$ cat config.mk
export PLATFORM = sky130hd
export DESIGN_NAME = switch_node_config_regs
export DESIGN_NICKNAME = d
export VERILOG_FILES = /design/src/verilog/switch_node_pkg.sv /design/src/verilog/strap_capture.sv /design/src/verilog/route_compare.sv /design/src/verilog/switch_node_config_regs.sv
export SDC_FILE = /design/constraint.sdc
export NUM_CORES = 1
export LEC_CHECK = 0
export BUFFER_PORTS_ARGS = -buffer_cell sky130_fd_sc_hd__buf_2
export CORE_MARGIN = 4
export CORE_UTILIZATION = 40
export CTS_CLUSTER_DIAMETER = 50
export CTS_CLUSTER_SIZE = 10
export DETAILED_ROUTE_END_ITERATION = 10
export GPL_ROUTABILITY_DRIVEN = 1
export PLACE_DENSITY = 0.67
export REMOVE_ABC_BUFFERS = 1
export SLEW_MARGIN = 5
export SYNTH_ARGS = -nofsm -noshare
export SYNTH_HDL_FRONTEND = slang
export SYNTH_SLANG_ARGS = --single-unit
$ cat constraint.sdc
create_clock -name core_clk -period 5.5 [get_ports core_clk]
set_clock_uncertainty 0.05 [all_clocks]
set_input_delay 0 -clock core_clk [delete_from_list [all_inputs] [get_ports core_clk]]
set_output_delay 0 -clock core_clk [all_outputs]
set_load 0.01 [all_outputs]
$ cat src/verilog/switch_node_pkg.sv
package switch_node_pkg;

  // ********************************************************
  // Register offsets
  // ********************************************************
  localparam logic [7:0] ADDR_IDENT   = 8'h00; // Node identification
  localparam logic [7:0] ADDR_DESC    = 8'h01; // Switch description
  localparam logic [7:0] ADDR_CONFIG  = 8'h04; // Switch configuration
  localparam logic [7:0] ADDR_NODE_ID = 8'h05; // Node identifier
  localparam logic [7:0] ADDR_PLL     = 8'h06; // PLL settings

  // ********************************************************
  // Field positions and writable masks
  // ********************************************************
  localparam int WRITE_LOCK_BIT = 31;     // Blocks all writes
  localparam int PLL_LOCK_BIT   = 8;      // Blocks PLL updates
  localparam int HDR_MODE_BIT   = 0;      // 1-byte headers
  localparam int OUTDIV_LSB     = 23;     // Output divider low bit
  localparam int MUL_LSB        = 8;      // Feedback multiplier low bit
  localparam int IDIV_LSB       = 0;      // Input divider low bit
  localparam int STRAP_LSB      = 16;     // Strap field in identity
  localparam logic [31:0] CONFIG_WMASK  = 32'h8000_0101;
  localparam logic [31:0] NODE_ID_WMASK = 32'h0000_ffff;
  localparam logic [31:0] PLL_WMASK     = 32'h039f_ff7f;

  // ********************************************************
  // Reset values
  // ********************************************************
  localparam logic [31:0] CONFIG_RST  = 32'h0000_0000;
  localparam logic [31:0] NODE_ID_RST = 32'h0000_0000;
  localparam logic [31:0] PLL_RST     = 32'h0000_0000;

  // ********************************************************
  // Timing
  // ********************************************************
  localparam int CLK_PERIOD_NS   = 10;    // Switch clock period
  localparam int TILE_RST_NS     = 40;    // Least tile reset length
  localparam int TILE_RST_CYCLES =
    (TILE_RST_NS + CLK_PERIOD_NS - 1) / CLK_PERIOD_NS;

  // ********************************************************
  // Most significant differing bit of two identities
  // ********************************************************
  function automatic logic [3:0] first_mismatch(input logic [15:0] a,
                                                input logic [15:0] b);
    logic [15:0] diff;
    diff = a ^ b;
    first_mismatch = 4'h0;
    for (int i = 0; i < 16; i++) begin
      if (diff[i]) begin
        first_mismatch = 4'(i);
      end
    end
  endfunction

endpackage

$ cat src/verilog/strap_capture.sv
`timescale 1ns/1ps
module strap_capture (
  input  wire logic       core_clk,
  input  wire logic       rstn,
  input  wire logic       bootStrapPinA,
  input  wire logic       bootStrapPinB,
  output logic [1:0]      strapBits,
  output logic            strapLoad
);

  // ********************************************************
  // Capture straps on the first edge after reset release
  // ********************************************************
  logic       capturedQ;   // Capture done
  logic       capturedD;
  logic [1:0] bitsQ;       // Held strap levels
  logic [1:0] bitsD;
  logic       loadQ;       // One-cycle load pulse
  logic       loadD;

  // Next values: straps taken once, never again until reset
  always_comb begin
    capturedD = 1'b1;
    bitsD     = bitsQ;
    loadD     = 1'b0;
    if (!capturedQ) begin
      bitsD = {bootStrapPinB, bootStrapPinA};
      loadD = 1'b1;
    end
  end

  // Registers
  always_ff @(posedge core_clk or negedge rstn) begin
    if (!rstn) begin
      capturedQ <= 1'b0;
      bitsQ     <= 2'h0;
      loadQ     <= 1'b0;
    end else begin
      capturedQ <= capturedD;
      bitsQ     <= bitsD;
      loadQ     <= loadD;
    end
  end

  assign strapBits = bitsQ;
  assign strapLoad = loadQ;
endmodule

$ cat src/verilog/route_compare.sv
`timescale 1ns/1ps
module route_compare (
  input  wire logic        core_clk,
  input  wire logic        rstn,
  input  wire logic [15:0] nodeId,
  input  wire logic [15:0] destId,
  input  wire logic        destValid,
  output logic             routeValid,
  output logic             routeMatch,
  output logic [3:0]       mismatchBit
);

  // ********************************************************
  // Destination compare, most significant bit first
  // ********************************************************
  logic       validQ;      // Result valid
  logic       validD;
  logic       matchQ;      // Destination is this node
  logic       matchD;
  logic [3:0] bitQ;        // Most significant differing bit
  logic [3:0] bitD;

  // Next values
  always_comb begin
    validD = destValid;
    matchD = matchQ;
    bitD   = bitQ;
    if (destValid) begin
      matchD = (destId == nodeId);
      bitD   = switch_node_pkg::first_mismatch(destId, nodeId); // RULE_09
    end
  end

  // Registers
  always_ff @(posedge core_clk or negedge rstn) begin
    if (!rstn) begin
      validQ <= 1'b0;
      matchQ <= 1'b0;
      bitQ   <= 4'h0;
    end else begin
      validQ <= validD;
      matchQ <= matchD;
      bitQ   <= bitD;
    end
  end

  assign routeValid  = validQ;
  assign routeMatch  = matchQ;
  assign mismatchBit = bitQ;
endmodule

$ cat src/verilog/switch_node_config_regs.sv
`timescale 1ns/1ps
// Operation
// RULE_01: Registers reached only by config reads, writes
// RULE_02: Identity: chip, straps, revision, version fields
// RULE_03: Read-only description: links, cores, links/processor
// RULE_04: Config bit 31 rejects all writes
// RULE_05: Config bit 8 blocks PLL updates
// RULE_06: Config bit 0 selects 1-byte headers
// RULE_07: Configurer sets same header mode everywhere
// RULE_08: Writable 16-bit node identity, reset zero
// RULE_09: Identity compared with destination, MSB first
// RULE_10: Accepted PLL write resets the tile
// RULE_11: PLL fields: output, feedback, input dividers
// RULE_12: PLL fields load from strap pins at reset
// RULE_13: Reserved bits read zero, ignore writes
module switch_node_config_regs #(
  parameter logic [7:0]  CHIP_ID      = 8'h5a, // Arbitrary value
  parameter logic [7:0]  SW_REVISION  = 8'h01, // Arbitrary value
  parameter logic [7:0]  SW_VERSION   = 8'h01, // Arbitrary value
  parameter logic [7:0]  LINK_COUNT   = 8'h08,
  parameter logic [7:0]  CORE_COUNT   = 8'h01,
  parameter logic [7:0]  LINKS_PER_PR = 8'h04,
  parameter logic [31:0] PLL_STRAP_0  = 32'h0080_1300,
  parameter logic [31:0] PLL_STRAP_1  = 32'h0080_1f00,
  parameter logic [31:0] PLL_STRAP_2  = 32'h0100_2700,
  parameter logic [31:0] PLL_STRAP_3  = 32'h0100_3100
) (
  input  wire logic        core_clk,
  input  wire logic        rstn,
  input  wire logic        bootStrapPinA,
  input  wire logic        bootStrapPinB,
  input  wire logic        cfgReq,
  input  wire logic        cfgWrite,
  input  wire logic [7:0]  cfgAddr,
  input  wire logic [31:0] cfgWdata,
  output logic             cfgAck,
  output logic             cfgRefused,
  output logic [31:0]      cfgRdata,
  input  wire logic [15:0] destId,
  input  wire logic        destValid,
  output logic             routeValid,
  output logic             routeMatch,
  output logic [3:0]       mismatchBit,
  output logic             headerOneByte,
  output logic [15:0]      nodeIdentity,
  output logic [2:0]       pllOutputDivider,
  output logic [12:0]      pllFeedbackMul,
  output logic [6:0]       pllInputDivider,
  output logic             tileReset
);

  // ********************************************************
  // Declarations
  // ********************************************************
  logic [1:0]  strapBits;     // Captured strap levels
  logic        strapLoad;     // Load PLL from straps
  logic [31:0] configQ;       // Switch configuration
  logic [31:0] configD;
  logic [31:0] nodeIdQ;       // Node identifier
  logic [31:0] nodeIdD;
  logic [31:0] pllQ;          // PLL settings
  logic [31:0] pllD;
  logic        ackQ;          // Answer strobe
  logic        ackD;
  logic        refusedQ;      // Access refused
  logic        refusedD;
  logic [31:0] rdataQ;        // Read data
  logic [31:0] rdataD;
  logic [2:0]  tileCntQ;      // Tile reset remaining cycles
  logic [2:0]  tileCntD;
  logic        mapped;        // Address hits a register
  logic        writeLocked;   // All writes blocked
  logic        pllLocked;     // PLL writes blocked
  logic        wrAccept;      // Write will take effect, except to a locked PLL
  logic        pllAccept;     // PLL write accepted
  logic [31:0] readMux;       // Selected read value

  // ********************************************************
  // Strap capture and route compare
  // ********************************************************
  strap_capture u_strap (
    .core_clk      (core_clk),
    .rstn          (rstn),
    .bootStrapPinA (bootStrapPinA),
    .bootStrapPinB (bootStrapPinB),
    .strapBits     (strapBits),
    .strapLoad     (strapLoad)
  );

  route_compare u_route (
    .core_clk    (core_clk),
    .rstn        (rstn),
    .nodeId      (nodeIdQ[15:0]),
    .destId      (destId),
    .destValid   (destValid),
    .routeValid  (routeValid),
    .routeMatch  (routeMatch),
    .mismatchBit (mismatchBit)
  );

  // ********************************************************
  // Access decode
  // ********************************************************
  // PLL defaults chosen by the two strap levels
  function automatic logic [31:0] strap_pll(input logic [1:0] s);
    case (s)
      2'h0:    strap_pll = PLL_STRAP_0;
      2'h1:    strap_pll = PLL_STRAP_1;
      2'h2:    strap_pll = PLL_STRAP_2;
      default: strap_pll = PLL_STRAP_3;
    endcase
  endfunction

  // Address decode, locks and read selection
  always_comb begin
    writeLocked = configQ[switch_node_pkg::WRITE_LOCK_BIT];
    pllLocked   = configQ[switch_node_pkg::PLL_LOCK_BIT];
    mapped      = 1'b1;
    readMux     = 32'h0000_0000;
    case (cfgAddr)
      switch_node_pkg::ADDR_IDENT: begin
        readMux = {CHIP_ID, 6'h00, strapBits,               // RULE_02
                   SW_REVISION, SW_VERSION};
      end
      switch_node_pkg::ADDR_DESC: begin
        readMux = {8'h00, LINK_COUNT, CORE_COUNT, LINKS_PER_PR}; // RULE_03
      end
      switch_node_pkg::ADDR_CONFIG: begin
        readMux = configQ;
      end
      switch_node_pkg::ADDR_NODE_ID: begin
        readMux = nodeIdQ;
      end
      switch_node_pkg::ADDR_PLL: begin
        readMux = pllQ;
      end
      default: begin
        mapped = 1'b0;
      end
    endcase
    // Read-only targets and locked switch refuse writes
    wrAccept = cfgReq && cfgWrite && mapped && !writeLocked && // RULE_04
               (cfgAddr != switch_node_pkg::ADDR_IDENT) &&
               (cfgAddr != switch_node_pkg::ADDR_DESC);
    pllAccept = wrAccept && (cfgAddr == switch_node_pkg::ADDR_PLL) &&
                !pllLocked;                                  // RULE_05
  end

  // ********************************************************
  // Register file
  // ********************************************************
  // Next register values and transaction answer
  always_comb begin
    configD  = configQ;
    nodeIdD  = nodeIdQ;
    pllD     = pllQ;
    ackD     = cfgReq;                                       // RULE_01
    rdataD   = 32'h0000_0000;
    refusedD = 1'b0;
    tileCntD = (tileCntQ != 3'h0) ? tileCntQ - 3'h1 : 3'h0;
    if (strapLoad) begin
      pllD = strap_pll(strapBits) & switch_node_pkg::PLL_WMASK; // RULE_12
    end
    if (cfgReq && !cfgWrite) begin
      rdataD   = readMux;
      refusedD = !mapped;
    end
    if (cfgReq && cfgWrite) begin
      refusedD = !wrAccept ||
                 ((cfgAddr == switch_node_pkg::ADDR_PLL) && !pllAccept);
    end
    if (wrAccept) begin
      case (cfgAddr)
        switch_node_pkg::ADDR_CONFIG: begin
          configD = cfgWdata & switch_node_pkg::CONFIG_WMASK; // RULE_13
        end
        switch_node_pkg::ADDR_NODE_ID: begin
          nodeIdD = cfgWdata & switch_node_pkg::NODE_ID_WMASK; // RULE_08
        end
        default: begin
          // PLL handled below, others are read-only
        end
      endcase
    end
    if (pllAccept) begin
      pllD     = cfgWdata & switch_node_pkg::PLL_WMASK;      // RULE_11
      tileCntD = 3'(switch_node_pkg::TILE_RST_CYCLES);       // RULE_10
    end
  end

  // Registers
  always_ff @(posedge core_clk or negedge rstn) begin
    if (!rstn) begin
      configQ  <= switch_node_pkg::CONFIG_RST;
      nodeIdQ  <= switch_node_pkg::NODE_ID_RST;
      pllQ     <= switch_node_pkg::PLL_RST;
      ackQ     <= 1'b0;
      refusedQ <= 1'b0;
      rdataQ   <= 32'h0000_0000;
      tileCntQ <= 3'h0;
    end else begin
      configQ  <= configD;
      nodeIdQ  <= nodeIdD;
      pllQ     <= pllD;
      ackQ     <= ackD;
      refusedQ <= refusedD;
      rdataQ   <= rdataD;
      tileCntQ <= tileCntD;
    end
  end

  // ********************************************************
  // Outputs
  // ********************************************************
  assign cfgAck           = ackQ;
  assign cfgRefused       = refusedQ;
  assign cfgRdata         = rdataQ;
  assign headerOneByte    = configQ[switch_node_pkg::HDR_MODE_BIT]; // RULE_06
  assign nodeIdentity     = nodeIdQ[15:0];
  assign pllOutputDivider = pllQ[switch_node_pkg::OUTDIV_LSB +: 3];
  assign pllFeedbackMul   = pllQ[switch_node_pkg::MUL_LSB +: 13];
  assign pllInputDivider  = pllQ[switch_node_pkg::IDIV_LSB +: 7];
  assign tileReset        = (tileCntQ != 3'h0);
endmodule

== Word-level counts from Yosys, hierarchy flattened ==
Cells that the tools add are included.
Word-level totals
  bits of input ports: 63
  output and inout port bits: 81
  bits in registers: 98
Cells by class
  equality and inequality tests: 8
  muxes and demuxes: 26
  reduce and logical (&&, ||, !) cells: 24
  bitwise operators: 1
  add/sub/neg operators: 1
Operators with widths (count)
  32-bit case mux with 5 select lines: 1
  32-bit 2-to-1 mux: 3
  25-bit case mux with 3 select lines: 1
  4-bit 2-to-1 mux: 8
  8-bit by 3-bit equality test with 1-bit output (second input constant): 3
  3-bit 2-to-1 mux: 6
  16-bit equality test: 1
  16-bit bitwise XOR: 1
  1-bit logical AND: 9
  8-bit by 1-bit equality test with 1-bit output (second input constant): 1
  8-bit logical NOT: 1
  8-bit by 1-bit inequality test with 1-bit output (second input constant): 1
  8-bit nonzero test: 1
  1-bit logical NOT: 6
  1-bit 2-to-1 mux: 5
  5-bit OR reduction: 1
  2-bit 2-to-1 mux: 2
  2-bit AND reduction: 2
  3-bit nonzero test: 1
  3-bit by 1-bit subtractor with 3-bit output (second input constant): 1
  2-bit by 1-bit equality test with 1-bit output (second input constant): 1
  2-bit equality test (second input constant): 1
  2-bit logical NOT: 1
  2-bit nonzero test: 1
  1-bit logical OR: 1

== Depth between registers and ports, before layout ==
Gate-level depths: netlist (run 1).
  word-level depth: 16
  depth in mapped cells: 7
  mapped depth without buffers: 6

== Hierarchy ==
From an unflattened synthesis (run 1), not the netlist that was laid out.
Unflattened totals
  cell total of the unflattened synthesis: 360
  area total of the unflattened synthesis: 3888.7 µm²
Modules (own cells, without submodules)
  switch_node_config_regs: cells each 296, area an instance 3241.9 µm², instances 1
  route_compare: cells each 56, area an instance 516.7 µm², instances 1
  strap_capture: cells each 8, area an instance 130.1 µm², instances 1

== Worst setup path before layout (run 1) ==
OpenSTA, ideal clock, no wires.
  path kind: in2reg
  start point: in cfgAddr[5]
  end point: reg nodeIdQ[10]
  setup slack: 3.513 ns
  data arrival time: 1.812 ns
  cell stages on the path: 7
  setup time: 0.125 ns
  buffers on the path: 3
  cell sequence: or4_1 -> buf_2 -> or2_1 -> buf_2 -> nor3_4 -> buf_6 -> mux2_2
Between the ends
  longest elaborated chain between the ends: 8
  elaborated cells between the ends (all ways): 14
RTL lines
  start: declaration: RTL line switch_node_config_regs.sv:34  | input wire logic [7:0] cfgAddr,
  8-bit by 3-bit equality test with 1-bit output, or another cell as far along: RTL line switch_node_config_regs.sv:120  | case (cfgAddr)
  5-bit OR reduction (no line)
  1-bit 2-to-1 mux: RTL line switch_node_config_regs.sv:120
  1-bit logical AND (3 in series): RTL line switch_node_config_regs.sv:142  | wrAccept = cfgReq && cfgWrite && mapped && !writeLocked &&
  1-bit logical AND: RTL line switch_node_config_regs.sv:143  | (cfgAddr != switch_node_pkg::ADDR_IDENT) &&
  2-bit AND reduction (no line) (*)
  end signal: assignment: RTL line switch_node_config_regs.sv:195  | nodeIdQ <= switch_node_pkg::NODE_ID_RST;
  end signal: assignment: RTL line switch_node_config_regs.sv:203  | nodeIdQ <= nodeIdD;
  end: declaration: RTL line switch_node_config_regs.sv:59  | logic [31:0] nodeIdQ;
Mark *: on every way between the ends. The rest lies on a longest branch, timed or not.
A chain may end at the register's enable or synchronous reset.

== Final worst setup path (run 1) ==
  start point: in cfgAddr[5]
  end point: reg rdataQ[2], in the netlist cfgRdata[2]
Between the ends
  longest elaborated chain between the ends: 3
  elaborated cells between the ends (all ways): 7
RTL lines
  8-bit by 3-bit equality test with 1-bit output, or another cell as far along: RTL line switch_node_config_regs.sv:120
  32-bit case mux with 5 select lines (*): RTL line switch_node_config_regs.sv:120
  32-bit 2-to-1 mux (*): RTL line switch_node_config_regs.sv:164  | if (cfgReq && !cfgWrite) begin
  via rdataD[2]: RTL line switch_node_config_regs.sv:68  | logic [31:0] rdataD;
  end signal: assignment: RTL line switch_node_config_regs.sv:207  | rdataQ <= rdataD;
  end: declaration: RTL line switch_node_config_regs.sv:67  | logic [31:0] rdataQ;
The timed path passes the listed nets; every way through them passes the cells marked *.

==> results.toml, run 1 <==
[detailed_routing]
viasPerCell = 4.86
avgRoutedWirePerCell_um = 15.8
ant_nets = 0
dr.pass1.iters = 4
wl_mm = 10.3
drt-initial-drc-count = 98
vias = 3160
route.detailed.drc = 0

[cells_and_area]
num_antenna_cells = 0
drive_gt1_share_pct = 34.0
final_area_sq_mm = 0.00507
nNetsFinal = 588
areaGrowthSynthToFinish_pct = 33.6

[cts]
numCtsBuffers = 9
clk_path_buf_depth = 2
clock_sinks = 83
cts_hold_buf = 37
root_buffer = "clkbuf_8"
clk_pin_slew_ns = 0.08
postCtsSetupRepairBufs = 0
cts_tree = "yes"
worstSkewPairLatency_ns = 0.35
htree_levels = 3
cts_resized = 0

[synth]
synth-seq-cells = 83
async_flop_share_pct = 100
synthFlopType = "dfrtp_1"
ys_types = 49
ys_warn_count = 0
synth_area_sq_mm = 0.00380
synthCells = 357
yosysSeqAreaShare_pct = 54.7
avgSynthCellArea_sq_um = 10.6
synth-edff-count = 0

[sta]
hold_viol_final = 0
finalMaxSlewViolations = 0
setup_violations = 0
setup_ws_ns = 2.94
fmax_mhz = 391
post-route-period-util_pct = 46.5
tightest_slew_ns = 1.12
setup-tns-final_ns = 0
min_period_ns = 2.56
max-slew-margin-rel_pct = 25.3
rsz0062_at_grt = "false"

[grt]
antenna_found_initial = 0
grt_pass1_vias = 3123
grt_max_degree = 84
grt_pass1_wl_mm = 16.5
overflow = 0
grtUsageTotal_pct = 18.9

[run]
maxCapViolCount = 0

[place]
placed_area_sq_mm = 0.00454
port_buffers = 132
place.gp.congestion = 0.806
pre_cts_ws_ns = 2.61
dp_hpwl_mm = 7.12

[setup_path]
reg2reg_slack_ns = 3.49
crit_fanout = 14
cp_cell_sequence = "buf_2 -> or4_1 -> nor4b_1 -> nand2_1 -> nor3_1"
reg2reg_depth = 3
worstSetupPathType = "input pin to flop"
max_stage_delay_ns = 0.94
r2r-end = "nodeIdQ[15]"
critPathLaunchType = "input pin"
timing.rr.start = "configQ[31]"
crit_buf_inv = 1
cp.arrival_ns = 2.77
cpMaxStageDelayCell = "nor4b_1"
cpLargestDelayFamily = "simple AND/OR/NAND/NOR gates"
crit_start = "cfgAddr[5]"
cp-end-kind = "flop"
worstPathRequired_ns = 5.71
path_depth = 5

[floorplan]
row_count = 35
die_area_sq_mm = 0.0111
die_h_um = 105
initial_core_util_pct = 41.1
io_pins = 144
die_x_um = 105
design.core.area_sq_mm = 0.00924

[hold_path]
hold_class = "input pin to flop"
whs_endpoint = "u_route.mismatchBit[0]"
min_path_cells = 4
hold_start = "destId[14]"

[power_and_ir_drop]
ir_drop_v = 0.000106
power.density_mw_per_mm2 = 234
leakagePower_nw = 2.53

[outcome]
status = "completed"
cells by family (layout without fill, tap and decap cells):
logic type / Yosys count / count (layout) / synth area share, %
simple gates: 124 / 124 / 16.8
buf+inv: 35 / 196 / 4.41
compound gates: 66 / 66 / 10.9
other cells: 2 / 5 / 0.198
flops: 83 / 83 / 54.7
xor+xnor: 17 / 17 / 3.92
fa+ha+maj: 8 / 8 / 2.64
mux: 22 / 22 / 6.46
routing by layer:
layer | track usage [%] | part of all wire (%) | vias to the layer above
met5 | 0 | 0 | -
met4 | 6.65 | 2.0 | 0
met3 | 4.35 | 5.2 | 17
met2 | 31.2 | 50 | 101
met1 | 24.4 | 43 | 1511
li1 | - | - | 1531
worst max-delay path by stage:
stage,endpoint
after floorplan,pllQ[0]
after global placement,cfgRdata[2]
after detailed placement,cfgRdata[2]
after CTS,cfgRdata[2]
after global routing,cfgRdata[2]
final,cfgRdata[2]
through the flow:
stage	hold slack (ns)	power [mW]	cells	utilization (%)
after floorplan	-0.346	0.713	335	-
after global placement	0.129	0.783	598	49.1
after detailed placement	0.130	0.787	598	49.1
after CTS	0.00320	1.19	650	54.9
after global routing	0.0429	1.24	650	54.9
final	0.0146	1.19	650	54.9
state kept, by name (all words and copies together), names as in the netlist:
| register | cells |
|---|---|
| u_strap.capturedQ | 1 |
| pllQ | 23 |
| cfgAck | 1 |
| u_route.routeValid | 1 |
| u_route.mismatchBit | 4 |
| u_strap.strapBits | 2 |
| cfgRefused | 1 |
| tileCntQ | 3 |
| cfgRdata | 26 |
| u_strap.strapLoad | 1 |
| nodeIdQ | 16 |
| u_route.routeMatch | 1 |
| configQ | 3 |
cell usage after synthesis (all sizes together), types with 10 or more instances:
| cell | n | share of area [%] |
|---|---|---|
| a22oi | 16 | 3.2 |
| buf | 13 | 2.2 |
| clkbuf | 12 | 1.2 |
| dfrtp | 83 | 55 |
| inv | 10 | 0.99 |
| mux2 | 20 | 5.9 |
| nand2 | 35 | 3.5 |
| nand2b | 19 | 3.1 |
| nor2 | 31 | 3.1 |
| o21ai | 27 | 3.6 |
| xnor2 | 13 | 3.0 |
final cells by class:
type	instances	area (sq um)
Fill cell	826	4170
Sequential cell	83	2080
Multi-Input combinational cell	242	1580
Timing Repair Buffer	171	1050
Tap cell	129	161
Clock buffer	10	138
Inverter	10	37.5
Clock inverter	5	30.0
power by group:
group          internal [mW]  leakage, nW  switching (mW)
Sequential             0.627         1.10          0.0197
Clock                  0.171       0.0839           0.219
Combinational         0.0709         1.34          0.0762
cells in the final DEF, fill, tap and decap left out, types with 2 or more instances in the layout:
cell type,synthesis,routed
nor3_1,7,6
mux2i_1,2,2
clkbuf_8,0,10
buf_4,6,3
o211ai_1,3,3
inv_1,10,10
buf_2,5,131
xnor2_1,13,13
nor2_1,31,31
clkinvlp_4,0,2
clkinv_2,0,3
nand2b_1,19,19
nor4_2,1,3
dlygate4sd3_1,0,37
xor2_1,4,4
a22oi_1,16,16
or2_2,2,2
nor2b_1,3,3
mux2_2,20,20
ha_1,8,8
a21oi_1,8,8
and3_1,5,5
o21a_1,2,2
nand3b_1,3,3
nor4_1,5,3
nand3_1,2,2
o21ai_0,27,27
dfrtp_1,83,83
nand4_1,2,2
conb_1,2,5
nand2_1,35,35
tightest hold or removal path: cells and delay by family:
| kind | cells | cell delay, ns |
|---|---|---|
| xor+xnor | 1 | 0.10 |
| buf+inv | 1 | 0.09 |
| compound gates | 2 | 0.19 |
Power figures use the tool's default switching activity.
==> run 2, diff against run 1 <==
- ABC_AREA: default -> 1
- clock period: 5.5 -> 2.5 ns (I/O delays scaled with it)
==> results.toml, run 2 <==
[setup_path]
worstSetupPathType = "flop to flop"
reg2reg_depth = 18
cpMostUsedCell = "nand2_1"
crit_buf_inv = 2
cp-end-kind = "flop"
reg2reg_slack_ns = 0.34
crit_fanout = 5
critPathLaunchType = "flop"
timing.rr.start = "nodeIdQ[1]"
cpLargestDelayFamily = "simple AND/OR/NAND/NOR gates"
cp.arrival_ns = 2.39
max_stage_delay_ns = 0.56
worstPathRequired_ns = 2.73
cp_cell_sequence = "inv_1 -> nand2_1 -> nand2_1 -> nand2_1 -> nand2_1 -> nand2_1 -> nand2_1 -> nand2_1 -> nand2_1 -> nand2_1 -> nand2_1 -> nand2_1 -> nand2_1 -> nand2_1 -> nand2_1 -> nand2_1 -> dlygate4sd3_1 -> a21oi_1"
cpMaxStageDelayCell = "dlygate4sd3_1"
r2r-end = "u_route.mismatchBit[0]"

[sta]
hold_viol_final = 0
setup_ws_ns = 0.339
tightest_slew_ns = 1.07
setup_violations = 0
rsz0062_at_grt = "false"
min_period_ns = 2.16
setup-tns-final_ns = 0
max-slew-margin-rel_pct = 28.5
fmax_mhz = 463
holdWs_ns = 0.0184
finalMaxSlewViolations = 0
post-route-period-util_pct = 86.4

[synth]
ys_types = 38
post-synth-top-area-cell = "dfrtp_1"
synth-edff-count = 0
yosysMostFrequentCell = "nand2_1"
async_flop_share_pct = 100
synth_commonest_cells = "nand2_1 (106), dfrtp_1 (83), inv_1 (40)"
synth_area_sq_mm = 0.00375
yosysSeqAreaShare_pct = 55.4
avgSynthCellArea_sq_um = 9.11
ys_warn_count = 0
yosysTopAreaCellShare_pct = 55.4
synthCells = 412
synthFlopType = "dfrtp_1"
synth-seq-cells = 83
ys_top_cells_by_area = "dfrtp_1 (55%), nand2_1 (11%), inv_1 (4.0%)"

[hold_path]
whs_endpoint = "cfgRdata[30]"
min_path_cells = 4
hold_start = "cfgAddr[3]"
hold_class = "input pin to flop"

[power_and_ir_drop]
power.density_mw_per_mm2 = 518
ir_drop_v = 0.000269
total_power_mw = 2.62
leakagePower_nw = 2.74

[detailed_routing]
avgRoutedWirePerCell_um = 15.0
dr.pass1.iters = 4
drt-initial-drc-count = 101
viasPerCell = 4.82
vias = 3359
wl_mm = 10.4
route.detailed.drc = 0
ant_nets = 0

[grt]
top_usage_layer = "met2"
gr-usage-met1_pct = 25.3
grtUsageTotal_pct = 19.4
grt_pass1_vias = 3395
grt_max_degree = 84
grt_pass1_wl_mm = 17.0
met2_usage_pct = 32.7
antenna_found_initial = 0
met3_usage_pct = 3.52
overflow = 0

[outcome]
status = "completed"

[cts]
clock_sinks = 83
root_buffer = "clkbuf_8"
numCtsBuffers = 9
worstSkewPairLatency_ns = 0.34
cts_tree = "yes"
clk_pin_slew_ns = 0.08
cts_resized = 0
clk_path_buf_depth = 2
htree_levels = 3

[cells_and_area]
multi_input_area_sq_mm = 0.00141
nNetsFinal = 654
fillCellCount = 846
fin_util_pct = 55.0
num_antenna_cells = 0
final_common_cell = "buf_2"
drive_gt1_share_pct = 29.4
areaGrowthSynthToFinish_pct = 34.8
final_cell_mix = "buf_2 (131), nand2_1 (106), dfrtp_1 (83), inv_1 (40), dlygate4sd3_1 (38)"
largest_reg_flops = 26
final_area_sq_mm = 0.00506
final_cells = 697
seqCellArea_sq_mm = 0.00208

[floorplan]
design.core.area_sq_mm = 0.00920
die_area_sq_mm = 0.0110
row_count = 35
io_pins = 144
initial_core_util_pct = 40.8
die_h_um = 105
die_x_um = 105

[place]
place.gp.congestion = 0.842
dp_hpwl_mm = 7.35
placedCellCount = 645
pre_cts_ws_ns = 0.630
placed_area_sq_mm = 0.00450
port_buffers = 132

[run]
maxCapViolCount = 0
[run 2: report_power, final]
part	total, mW	internal (mW)	switching [mW]
Sequential	1.40	1.37	0.0291
Combinational	0.286	0.132	0.154
Clock	0.929	0.476	0.453
[run 2: what timing repair did]
action,in CTS,in global routing
buffers inserted,0,0
hold endpoints to repair,138,0
hold buffers,38,0
[run 2: tightest hold or removal path, delay by kind of cell]
family | cells | cell delay [ns]
and+or+nand+nor | 3 | 0.28
buffers and inverters | 1 | 0.09
[run 2: worst max-delay path by stage]
stage / startpoint / end / slack (ns) / cells past startpoint
floorplan: cfgAddr[7] / pllQ[13] / 0.94 / 10
global placement: cfgAddr[7] / pllQ[13] / 0.68 / 11
detailed placement: cfgAddr[7] / pllQ[13] / 0.63 / 13
CTS: nodeIdQ[1] / u_route.mismatchBit[0] / 0.34 / 18
global route: nodeIdQ[1] / u_route.mismatchBit[0] / 0.07 / 18
finish: nodeIdQ[1] / u_route.mismatchBit[0] / 0.34 / 18
[run 2: cell type report]
| type | instances | area share [%] |
|---|---|---|
| Timing Repair Buffer | 175 | 21.4 |
| Inverter | 45 | 3.36 |
| Tap cell | 111 | 2.74 |
| Multi-Input combinational cell | 269 | 27.9 |
| Clock buffer | 11 | 2.79 |
| Sequential cell | 83 | 41.0 |
| Clock inverter | 3 | 0.791 |
[run 2: cells by family (layout without fill, tap and decap cells)]
group,count (synthesis),count (layout),synth area share [%]
simple gates,176,176,20.7
flops,83,83,55.4
buf+inv,63,234,7.34
compound gates,61,61,8.94
xor+xnor,14,14,3.27
fa+ha+maj,8,8,2.67
mux,5,5,1.50
other cells,2,5,0.200
[run 2: metal layers]
metal / up-vias / share of wire [%] / wire length (um)
li1: 1643 / - / -
met1: 1594 / 43 / 4510
met2: 104 / 49 / 5140
met3: 18 / 5.6 / 588
met4: 0 / 1.9 / 195
met5: - / 0 / 0
